--- config.mk ---
export PLATFORM = sky130hd
export DESIGN_NAME = spf_fetch_port
export DESIGN_NICKNAME = d
export VERILOG_FILES = /design/src/inc/spf_pkg.sv /design/src/rtl/spf_clkdiv.sv /design/src/rtl/spf_fetch_port.sv
export VERILOG_INCLUDE_DIRS = /design/src /design/src/inc
export SDC_FILE = /design/constraint.sdc
export NUM_CORES = 1
export LEC_CHECK = 0
export ABC_AREA = 1
export BUFFER_PORTS_ARGS = -buffer_cell sky130_fd_sc_hd__buf_2
export CELL_PAD_IN_SITES_DETAIL_PLACEMENT = 1
export CELL_PAD_IN_SITES_GLOBAL_PLACEMENT = 2
export CORE_AREA = 8 8 139 141
export CTS_BUF_LIST = sky130_fd_sc_hd__clkbuf_8
export DETAILED_ROUTE_END_ITERATION = 8
export DIE_AREA = 0 0 147 149
export GPL_TIMING_DRIVEN = 0
export PLACE_DENSITY = 0.75
export SYNTH_ARGS = -nofsm -noshare
export SYNTH_HDL_FRONTEND = slang
export SYNTH_HIERARCHICAL = 1
export SYNTH_SLANG_ARGS = --single-unit
--- constraint.sdc ---
create_clock -name clk -period 1.95 [get_ports clk]
set_input_delay 0.39 -clock clk [delete_from_list [all_inputs] [get_ports clk]]
set_output_delay 0.39 -clock clk [all_outputs]
set_load 0.02 [all_outputs]
--- src/inc/spf_regs.svh ---
// Constants for the serial PROM fetch port
`ifndef SPF_REGS_SVH
`define SPF_REGS_SVH

// PROM geometry: word address and word data widths
`define SPF_ADDR_W    22
`define SPF_WORD_W    16
`define SPF_FETCH_W   32

// Port clock cycles spent shifting in each phase
`define SPF_SHIFT_LEN 22

// Divider select width: half period is select plus one core cycles
`define SPF_DIV_SEL_W 3

// Second word address offset from the first
`define SPF_ADDR_STEP 1

`endif

--- src/inc/spf_pkg.sv ---
// Types shared by the serial PROM fetch port
package spf_pkg;

	// Fetch sequencer phases: idle, then one per strobe-low or strobe-high stretch
	typedef enum logic [3:0] {
		SPF_IDLE,
		SPF_SH_A1,
		SPF_LD_A1,
		SPF_SH_A2,
		SPF_LD_A2,
		SPF_SH_D1,
		SPF_LD_D1,
		SPF_SH_D2,
		SPF_LD_D2
	} spf_state_e;

endpackage

--- src/rtl/spf_clkdiv.sv ---
// Port clock divider with edge ticks for the PROM fetch port
`timescale 1ns/1ps
`default_nettype none
`include "spf_regs.svh"

module spf_clkdiv #(
	parameter int SEL_W = `SPF_DIV_SEL_W
) (
	// Clock and control
	input  wire logic             clk,
	input  wire logic             srst,
	input  wire logic             ce,
	// Ratio select: divisor is 2 * (div_sel + 1)
	input  wire logic [SEL_W-1:0] div_sel,
	// Divided clock and edge ticks
	output logic                  port_clk,
	output logic                  rise_tick,
	output logic                  fall_tick
);

	logic [SEL_W-1:0] cnt_reg;
	logic             wrap;

	// Half period ends when the counter meets the select value
	assign wrap      = (cnt_reg >= div_sel);
	assign rise_tick = wrap && !port_clk;
	assign fall_tick = wrap && port_clk;

	// Half period counter
	always_ff @(posedge clk) begin
		if (srst) begin
			cnt_reg <= '0;
		end else if (ce) begin
			cnt_reg <= wrap ? '0 : cnt_reg + 1'b1;
		end
	end

	// Port clock toggles each half period, 1/2 to 1/16 of core rate
	always_ff @(posedge clk) begin
		if (srst) begin
			port_clk <= 1'b0;
		end else if (ce && wrap) begin
			port_clk <= !port_clk;
		end
	end

endmodule
`default_nettype wire

--- src/rtl/spf_fetch_port.sv ---
// Serial PROM fetch port: two pipelined word reads per 32-bit fetch
`timescale 1ns/1ps
`default_nettype none
`include "spf_regs.svh"

module spf_fetch_port #(
	parameter int ADDR_W = `SPF_ADDR_W,
	parameter int WORD_W = `SPF_WORD_W,
	parameter int SEL_W  = `SPF_DIV_SEL_W
) (
	// Clock, reset, enable
	input  wire logic                  clk,
	input  wire logic                  srst,
	input  wire logic                  ce,
	// Configuration
	input  wire logic [SEL_W-1:0]      div_sel,
	input  wire logic                  low_speed_sel,
	// Fetch request and answer
	input  wire logic                  req_valid,
	input  wire logic [ADDR_W-1:0]     word_address,
	output logic                       req_ready,
	output logic                       fetch_done,
	output logic [2*WORD_W-1:0]        fetch_result_register,
	// PROM port pins
	input  wire logic                  prom_serial_in,
	output logic                       prom_serial_out,
	output logic                       load_shift_strobe,
	output logic                       prom_port_clock
);

	localparam int                LEN_W    = $clog2(`SPF_SHIFT_LEN);
	localparam logic [LEN_W-1:0]  LAST_BIT = LEN_W'(`SPF_SHIFT_LEN - 1);
	localparam logic [ADDR_W-1:0] STEP     = ADDR_W'(`SPF_ADDR_STEP);

	spf_pkg::spf_state_e state_reg;
	logic [LEN_W-1:0]    bit_cnt_reg;
	logic [ADDR_W-1:0]   addr_reg;
	logic [ADDR_W-1:0]   addr_next;
	logic [ADDR_W-1:0]   out_sr_reg;
	logic [ADDR_W-1:0]   in_sr_reg;
	logic                pend_reg;
	logic                sin_meta_reg;
	logic                sin_sync_reg;
	logic                rise_tick;
	logic                fall_tick;
	logic                rise;
	logic                fall;
	logic                last_bit;
	logic                shifting;

	// Port clock generation
	spf_clkdiv #(
		.SEL_W     (SEL_W)
	) u_div (
		.clk       (clk),
		.srst      (srst),
		.ce        (ce),
		.div_sel   (div_sel),
		.port_clk  (prom_port_clock),
		.rise_tick (rise_tick),
		.fall_tick (fall_tick)
	);

	// Qualified edge events and phase helpers
	assign rise     = ce && rise_tick;
	assign fall     = ce && fall_tick;
	assign last_bit = (bit_cnt_reg == LAST_BIT);
	assign addr_next = addr_reg + STEP;
	assign shifting = (state_reg == spf_pkg::SPF_SH_A1) ||
	                  (state_reg == spf_pkg::SPF_SH_A2) ||
	                  (state_reg == spf_pkg::SPF_SH_D1) ||
	                  (state_reg == spf_pkg::SPF_SH_D2);

	// Serial input synchroniser
	always_ff @(posedge clk) begin
		if (srst) begin
			sin_meta_reg <= 1'b0;
			sin_sync_reg <= 1'b0;
		end else if (ce) begin
			sin_meta_reg <= prom_serial_in;
			sin_sync_reg <= sin_meta_reg;
		end
	end

	// Request capture, accepted only while idle
	always_ff @(posedge clk) begin
		if (srst) begin
			pend_reg <= 1'b0;
			addr_reg <= '0;
		end else if (ce) begin
			if (req_valid && req_ready) begin
				pend_reg <= 1'b1;
				addr_reg <= word_address;
			end else if (fall && state_reg == spf_pkg::SPF_IDLE) begin
				pend_reg <= 1'b0;
			end
		end
	end

	// Ready is shown only with no fetch pending or running
	always_ff @(posedge clk) begin
		if (srst) begin
			req_ready <= 1'b0;
		end else if (ce) begin
			req_ready <= state_reg == spf_pkg::SPF_IDLE && !pend_reg &&
			             !(req_valid && req_ready);
		end
	end

	// Phase sequencer, steps on falling port clock edges
	always_ff @(posedge clk) begin
		if (srst) begin
			state_reg   <= spf_pkg::SPF_IDLE;
			bit_cnt_reg <= '0;
		end else if (fall) begin
			// Wraps at the last bit so the count never leaves 0..21
			bit_cnt_reg <= (shifting && !last_bit) ? bit_cnt_reg + 1'b1 : '0;
			case (state_reg)
				spf_pkg::SPF_IDLE: begin
					if (pend_reg) begin
						state_reg <= spf_pkg::SPF_SH_A1;
					end
				end
				spf_pkg::SPF_SH_A1: begin
					if (last_bit) begin
						state_reg <= spf_pkg::SPF_LD_A1;
					end
				end
				spf_pkg::SPF_LD_A1: state_reg <= spf_pkg::SPF_SH_A2;
				spf_pkg::SPF_SH_A2: begin
					if (last_bit) begin
						state_reg <= spf_pkg::SPF_LD_A2;
					end
				end
				spf_pkg::SPF_LD_A2: state_reg <= spf_pkg::SPF_SH_D1;
				spf_pkg::SPF_SH_D1: begin
					if (last_bit) begin
						state_reg <= spf_pkg::SPF_LD_D1;
					end
				end
				spf_pkg::SPF_LD_D1: state_reg <= spf_pkg::SPF_SH_D2;
				spf_pkg::SPF_SH_D2: begin
					if (last_bit) begin
						state_reg <= spf_pkg::SPF_LD_D2;
					end
				end
				spf_pkg::SPF_LD_D2: state_reg <= spf_pkg::SPF_IDLE;
				default:            state_reg <= spf_pkg::SPF_IDLE;
			endcase
		end
	end

	// Strobe: low while shifting, one port-clock-cycle pulse between, idle shows mode
	always_ff @(posedge clk) begin
		if (srst) begin
			load_shift_strobe <= 1'b0;
		end else if (ce) begin
			if (state_reg == spf_pkg::SPF_IDLE && !(fall && pend_reg)) begin
				load_shift_strobe <= low_speed_sel;
			end else if (fall) begin
				load_shift_strobe <= shifting && last_bit;
			end
		end
	end

	// Address shifter, MSB first, changes on falling edges
	always_ff @(posedge clk) begin
		if (srst) begin
			out_sr_reg      <= '0;
			prom_serial_out <= 1'b0;
		end else if (fall) begin
			if (state_reg == spf_pkg::SPF_IDLE && pend_reg) begin
				prom_serial_out <= addr_reg[ADDR_W-1];
				out_sr_reg      <= addr_reg << 1;
			end else if (state_reg == spf_pkg::SPF_LD_A1) begin
				// Second address starts with its own top bit, 22 bits in all
				prom_serial_out <= addr_next[ADDR_W-1];
				out_sr_reg      <= addr_next << 1;
			end else begin
				prom_serial_out <= out_sr_reg[ADDR_W-1];
				out_sr_reg      <= out_sr_reg << 1;
			end
		end
	end

	// Data capture on rising edges, one board-shifted bit per port cycle
	always_ff @(posedge clk) begin
		if (srst) begin
			in_sr_reg <= '0;
		end else if (rise) begin
			in_sr_reg <= {in_sr_reg[ADDR_W-2:0], sin_sync_reg};
		end
	end

	// Return-data register and completion pulse
	always_ff @(posedge clk) begin
		if (srst) begin
			fetch_result_register <= '0;
			fetch_done            <= 1'b0;
		end else if (ce) begin
			fetch_done <= 1'b0;
			if (rise && state_reg == spf_pkg::SPF_LD_D1) begin
				fetch_result_register[WORD_W-1:0] <=
					in_sr_reg[WORD_W-1:0];
			end
			if (rise && state_reg == spf_pkg::SPF_LD_D2) begin
				fetch_result_register[2*WORD_W-1:WORD_W] <=
					in_sr_reg[WORD_W-1:0];
				fetch_done <= 1'b1;
			end
		end
	end
endmodule
`default_nettype wire

# After elaboration in Yosys (flattened, before gate mapping)
# Cells that the tools add are included.
# W data, S select, Z words.
# classes
n_lt_le_gt_ge	1
addsub	3
n_eq_ne	14
mux	17
n_reduce_logical	33
# op_table
op	n
$mux W22	2
$pmux W4 S8	1
$add A22 B1 Y22 const B	1
$mux W4	5
$eq A4 B3 Y1 const B	4
$logic_and A1 B1 Y1	16
$ne A2 B2 Y1 const B	5
$reduce_and A2 Y1	5
$eq A4 B2 Y1 const B	2
$mux W1	7
$reduce_and A6 Y1	1
$add A5 B1 Y5 const B	1
$eq A5 B5 Y1 const B	1
$logic_not A1 Y1	5
$mux W5	1
$eq A4 B1 Y1 const B	1
$eq A4 B4 Y1 const B	1
$logic_not A4 Y1	1
$reduce_bool A2 Y1	2
$add A3 B1 Y3 const B	1
$ge A3 B3 Y1	1
$logic_or A1 B1 Y1	3
$mux W3	1
# totals
regBits	112
out_inout_bits	37
input_bits	31
elab_cells	84

# Depth between registers and ports, before layout
# logic_depth
ltp_word	8
depth_mapped	16
mapped_depth_nobuf	16

# Hierarchy
# The synthesis kept the hierarchy.
# by_module_without_submodules
mod	cells_per_inst	area_each_um2	instances	seq_area_each_um2
spf_fetch_port	676	4784.6	1	2142.1
spf_clkdiv	37	281.5	1	80.1

# Least setup slack after synthesis
# OpenSTA, ideal clock, no wires.
# synth_path
path_kind	input port to flip-flop
startpoint	input div_sel[2]
endpoint	register fetch_result_register[16]
path_buffers	1
arrival_time_ns	1.964
path_stages	14
slack_ns	-0.129
setup_time_ns	0.116
path_cell_list	inv_1 ha_1 nand2_1 inv_2 nand2_2 nand2_4 inv_2 nor2_1 nand2_4 nor4_4 inv_2 buf_2 nor2_1 nor2_1
# synth_via
elab_chain_cells	5
# synth_rtl
item	line_no	rtl
start: declaration	spf_fetch_port.sv:16	input wire logic [SEL_W-1:0] div_sel,
$ge A3 B3 Y1	spf_clkdiv.sv:25	assign wrap = (cnt_reg >= div_sel);
$logic_and A1 B1 Y1	spf_clkdiv.sv:26	assign rise_tick = wrap && !port_clk;
named net rise_tick	spf_fetch_port.sv:44	logic rise_tick;
$logic_and A1 B1 Y1	spf_fetch_port.sv:65	assign rise = ce && rise_tick;
$logic_and A1 B1 Y1	spf_fetch_port.sv:206	if (rise && state_reg == spf_pkg::SPF_LD_D2) begin
$reduce_and A2 Y1 (no source line)	-	
end signal: indexed assignment	spf_fetch_port.sv:203	fetch_result_register[WORD_W-1:0] <=
end signal: indexed assignment	spf_fetch_port.sv:207	fetch_result_register[2*WORD_W-1:WORD_W] <=
end: declaration	spf_fetch_port.sv:23	output logic [2*WORD_W-1:0] fetch_result_register,
# The timed path passes the listed nets, and every way through them passes these cells.
# A chain may end at the register's enable or synchronous reset.

# Worst setup path in the final report
# layout_path
startpoint	register u_div.cnt_reg[1]
endpoint	register bit_cnt_reg[4]
# layout_via
elab_chain_cells	3
# layout_rtl
item	line_no	rtl
start: declaration	spf_clkdiv.sv:21	logic [SEL_W-1:0] cnt_reg;
start signal: assignment	spf_clkdiv.sv:34	cnt_reg <= wrap ? '0 : cnt_reg + 1'b1;
$ge A3 B3 Y1	spf_clkdiv.sv:25	
$logic_and A1 B1 Y1	spf_clkdiv.sv:27	assign fall_tick = wrap && port_clk;
named net fall_tick	spf_fetch_port.sv:45	logic fall_tick;
$logic_and A1 B1 Y1	spf_fetch_port.sv:66	assign fall = ce && fall_tick;
end signal: assignment	spf_fetch_port.sv:117	bit_cnt_reg <= (shifting && !last_bit) ? bit_cnt_reg + 1'b1 : '0;
end: declaration	spf_fetch_port.sv:36	logic [LEN_W-1:0] bit_cnt_reg;
# The timed path passes the listed nets, and every way through them passes these cells.

==> metrics <==
outcome=complete, no violations; number of diodes=0; CP Data Required Time=2.24 ns; RSZ-0062 raised after global routing=true; clk sink count=111; CP bufs+invs=4; CP max-delay cell=dfxtp_2; Worst VDD drop=0.346 mV; first-pass detailed-route iteration total=4; largest area contributor in the netlist=dfxtp_1; EDFF count, synth=0; DRT iter0 DRCs=257; initial antenna violation count=0; CTS tree=built; H-tree levels=3; Worst Setup SP=u_div/cnt_reg[1]; Port Buffers=66; syn avg cell area=7.11 um2; R2R setup slack=0.08 ns; post-route minimum period=1.87 ns; largest net degree at the start of global routing=20; share of cells above drive strength 1=0.211; Pwr Density=695 nW/um2; first-pass GRT wire length=28.5 mm; All-Layer GR Usage=0.164; synth unique cells=39; fin area=6250 um2; Max Fclk=535 MHz; most frequent cells in the layout=140 x nor2_1, 108 x dfxtp_1, 97 x o21ai_0; Cells after Synth=713; CTS Root Cell=clkbuf_8; Max clock buf depth=2; slowest stage delay, CP=0.37 ns; Worst setup SP type=flop; WP data arrival=2.16 ns; Synth area leaders=dfxtp_1 44%, nor2_1 11%, o21ai_0 11%; Setup Crit Path Kind=flop to flop; crit share post-route=0.958; Fillers=2192; Hold WC Path Type=input pin to flop; row cnt=48; global route overflow=0; Worst path depth=14; chip height=149 um; worst skew pair latency=0.41 ns; Mapped Area=5070 um2; R2R depth=14; number of global-route vias before repair=5364; layout net count=846; final setup vio count=0; Reg2Reg Launch Point=u_div/cnt_reg[1]; Max Cap Violations=0; largest fanout on the critical path=5; final wirelength=18.1 mm; Mapped Nets=751; crit path cell chain=ha_4 -> nand2_1 -> inv_2 -> nand2_2 -> nand2_4 -> inv_4 -> nor2_2 -> nand2_2 -> inv_4 -> buf_8 -> nand3_2 -> nor2_2 -> xnor2_2 -> nor2_1; YS warnings=6; top cell type's share of synthesized area=0.439; cts bufs inserted=9; clock skew=0.0196 ns; number of routed nets with antenna violations=0; leakage=2.58 nW; Die W=147 um; Core Footprint=17100 um2; Wirelength per Cell=17.5 um; Most used DFF post-synth=dfxtp_1; Setup crit end kind=flop; placed instance area=5690 um2; Top Family by Delay on Critical Path=simple AND/OR/NAND/NOR gates; Critical path destination=bit_cnt_reg[4]; DRC violations left=0; hpwl dp=13.2 mm; register bit total from synthesis=111; Vias=5068; Initial Utilization=0.297; Via density=4.89; Final Hold Vio Count=0; Async SR Flop Fraction=0; Layout Area Growth over Synthesis=23.3%; most common cell after layout, fill and taps aside=nor2_1; post-layout util=0.366; register area share after synthesis=0.439; Reg2Reg Capture Point=bit_cnt_reg[4]; die footprint=21900 um2; slew of the pin with the lowest slew margin=0.788 ns; Ports=68; max reg flops=32; GPL Wtd Cong=0.786; Final Slew Violations=0; worst rel slew slack=0.474; Clk pin slew, worst setup/hold paths=0.12 ns
area by class of cell:
| class | instances | area (um2) | area share |
|---|---|---|---|
| clock inverter | 6 | 78.8 | 0.0126 |
| multi-input combinational | 509 | 2560 | 0.411 |
| inverter | 57 | 230 | 0.0369 |
| sequential | 111 | 2230 | 0.356 |
| tap | 225 | 282 | 0.0451 |
| buffer | 34 | 218 | 0.0349 |
| clock buffer | 9 | 124 | 0.0198 |
| timing repair buffer | 86 | 523 | 0.0837 |
cell usage after synthesis (2+ instances only):
| cell type | count |
|---|---|
| a21oi_1 | 69 |
| a31oi_1 | 2 |
| buf_2 | 10 |
| buf_4 | 2 |
| clkbuf_1 | 20 |
| clkinv_1 | 2 |
| dfxtp_1 | 111 |
| ha_1 | 7 |
| inv_1 | 48 |
| inv_2 | 7 |
| nand2_1 | 90 |
| nand2_2 | 4 |
| nand2_4 | 2 |
| nand3_1 | 34 |
| nand4_1 | 7 |
| nor2_1 | 147 |
| nor2_2 | 2 |
| nor3_1 | 2 |
| o211ai_1 | 7 |
| o21ai_0 | 108 |
| or2_2 | 6 |
| xnor2_1 | 2 |
| xor2_1 | 8 |
per-layer routing:
layer	up-vias	wire, um	GRT usage
met5	-	0	0
li1	2534	-	-
met2	99	8510	0.277
met4	0	267	0.0556
met3	21	823	0.0334
met1	2414	8510	0.204
stage by stage:
step | setup slack (ns) | power [mW] | hold WS, ns | std cells | TNS (ns)
floorplan | 0.0106 | 2.68 | 0.441 | 713 | 0
global placement | -0.599 | 2.81 | 0.455 | 1004 | -27.25
detailed placement | -0.622 | 2.83 | 0.459 | 1004 | -31.56
CTS | -0.00118 | 4.37 | 0.219 | 1031 | -0.00118
global route | -0.0177 | 4.53 | 0.248 | 1037 | -0.0547
finish | 0.0824 | 4.34 | 0.240 | 1037 | 0
logic make-up after synthesis:
| family | count (synthesis) | share of synthesized area |
|---|---|---|
| AOI/OAI and AO/OA | 193 | 0.199 |
| DFF | 111 | 0.439 |
| and+or+nand+nor | 298 | 0.249 |
| xor gates and xnor gates | 10 | 0.0173 |
| adders and majority gates | 7 | 0.0173 |
| muxes | 1 | 0.00198 |
| buffers and inverters | 93 | 0.0766 |
power by group:
group / total [mW] / internal [mW] / switching (mW)
registers: 2.41 / 2.34 / 0.0747
clock network: 1.50 / 0.615 / 0.888
logic: 0.423 / 0.164 / 0.260
total: 4.34 / 3.12 / 1.22
worst reg2reg max path, stage by stage, from the launching register on:
cell and delay [ns]:
dfxtp_2 0.37, ha_4 0.26, nand2_1 0.06, inv_2 0.06, nand2_2 0.06, nand2_4 0.08, inv_4 0.05, nor2_2 0.09
nand2_2 0.10, inv_4 0.10, buf_8 0.13, nand3_2 0.08, nor2_2 0.16, xnor2_2 0.12, nor2_1 0.05
timing repair:
action / CTS / global route
pin swaps: 5 / 9
hold endpoints to repair: 0 / 0
gates resized for setup: 25 / 42
setup endpoints to repair: 75 / 69
setup buffers: 13 / 5
cloned: 0 / 2
hold buffers: 0 / 0
worst min path at each step:
stage / startpoint / slack (ns) / end / depth (start not counted)
after floorplan: out_sr_reg[19] / 0.44 / out_sr_reg[19] / 2
after CTS: srst / 0.22 / u_div/port_clk / 4
after global placement: out_sr_reg[19] / 0.45 / out_sr_reg[19] / 2
after detailed placement: out_sr_reg[19] / 0.46 / out_sr_reg[19] / 2
after global routing: prom_serial_in / 0.25 / sin_meta_reg / 3
final: srst / 0.24 / u_div/port_clk / 4
No activity file was read; power rests on OpenSTA's default activity.
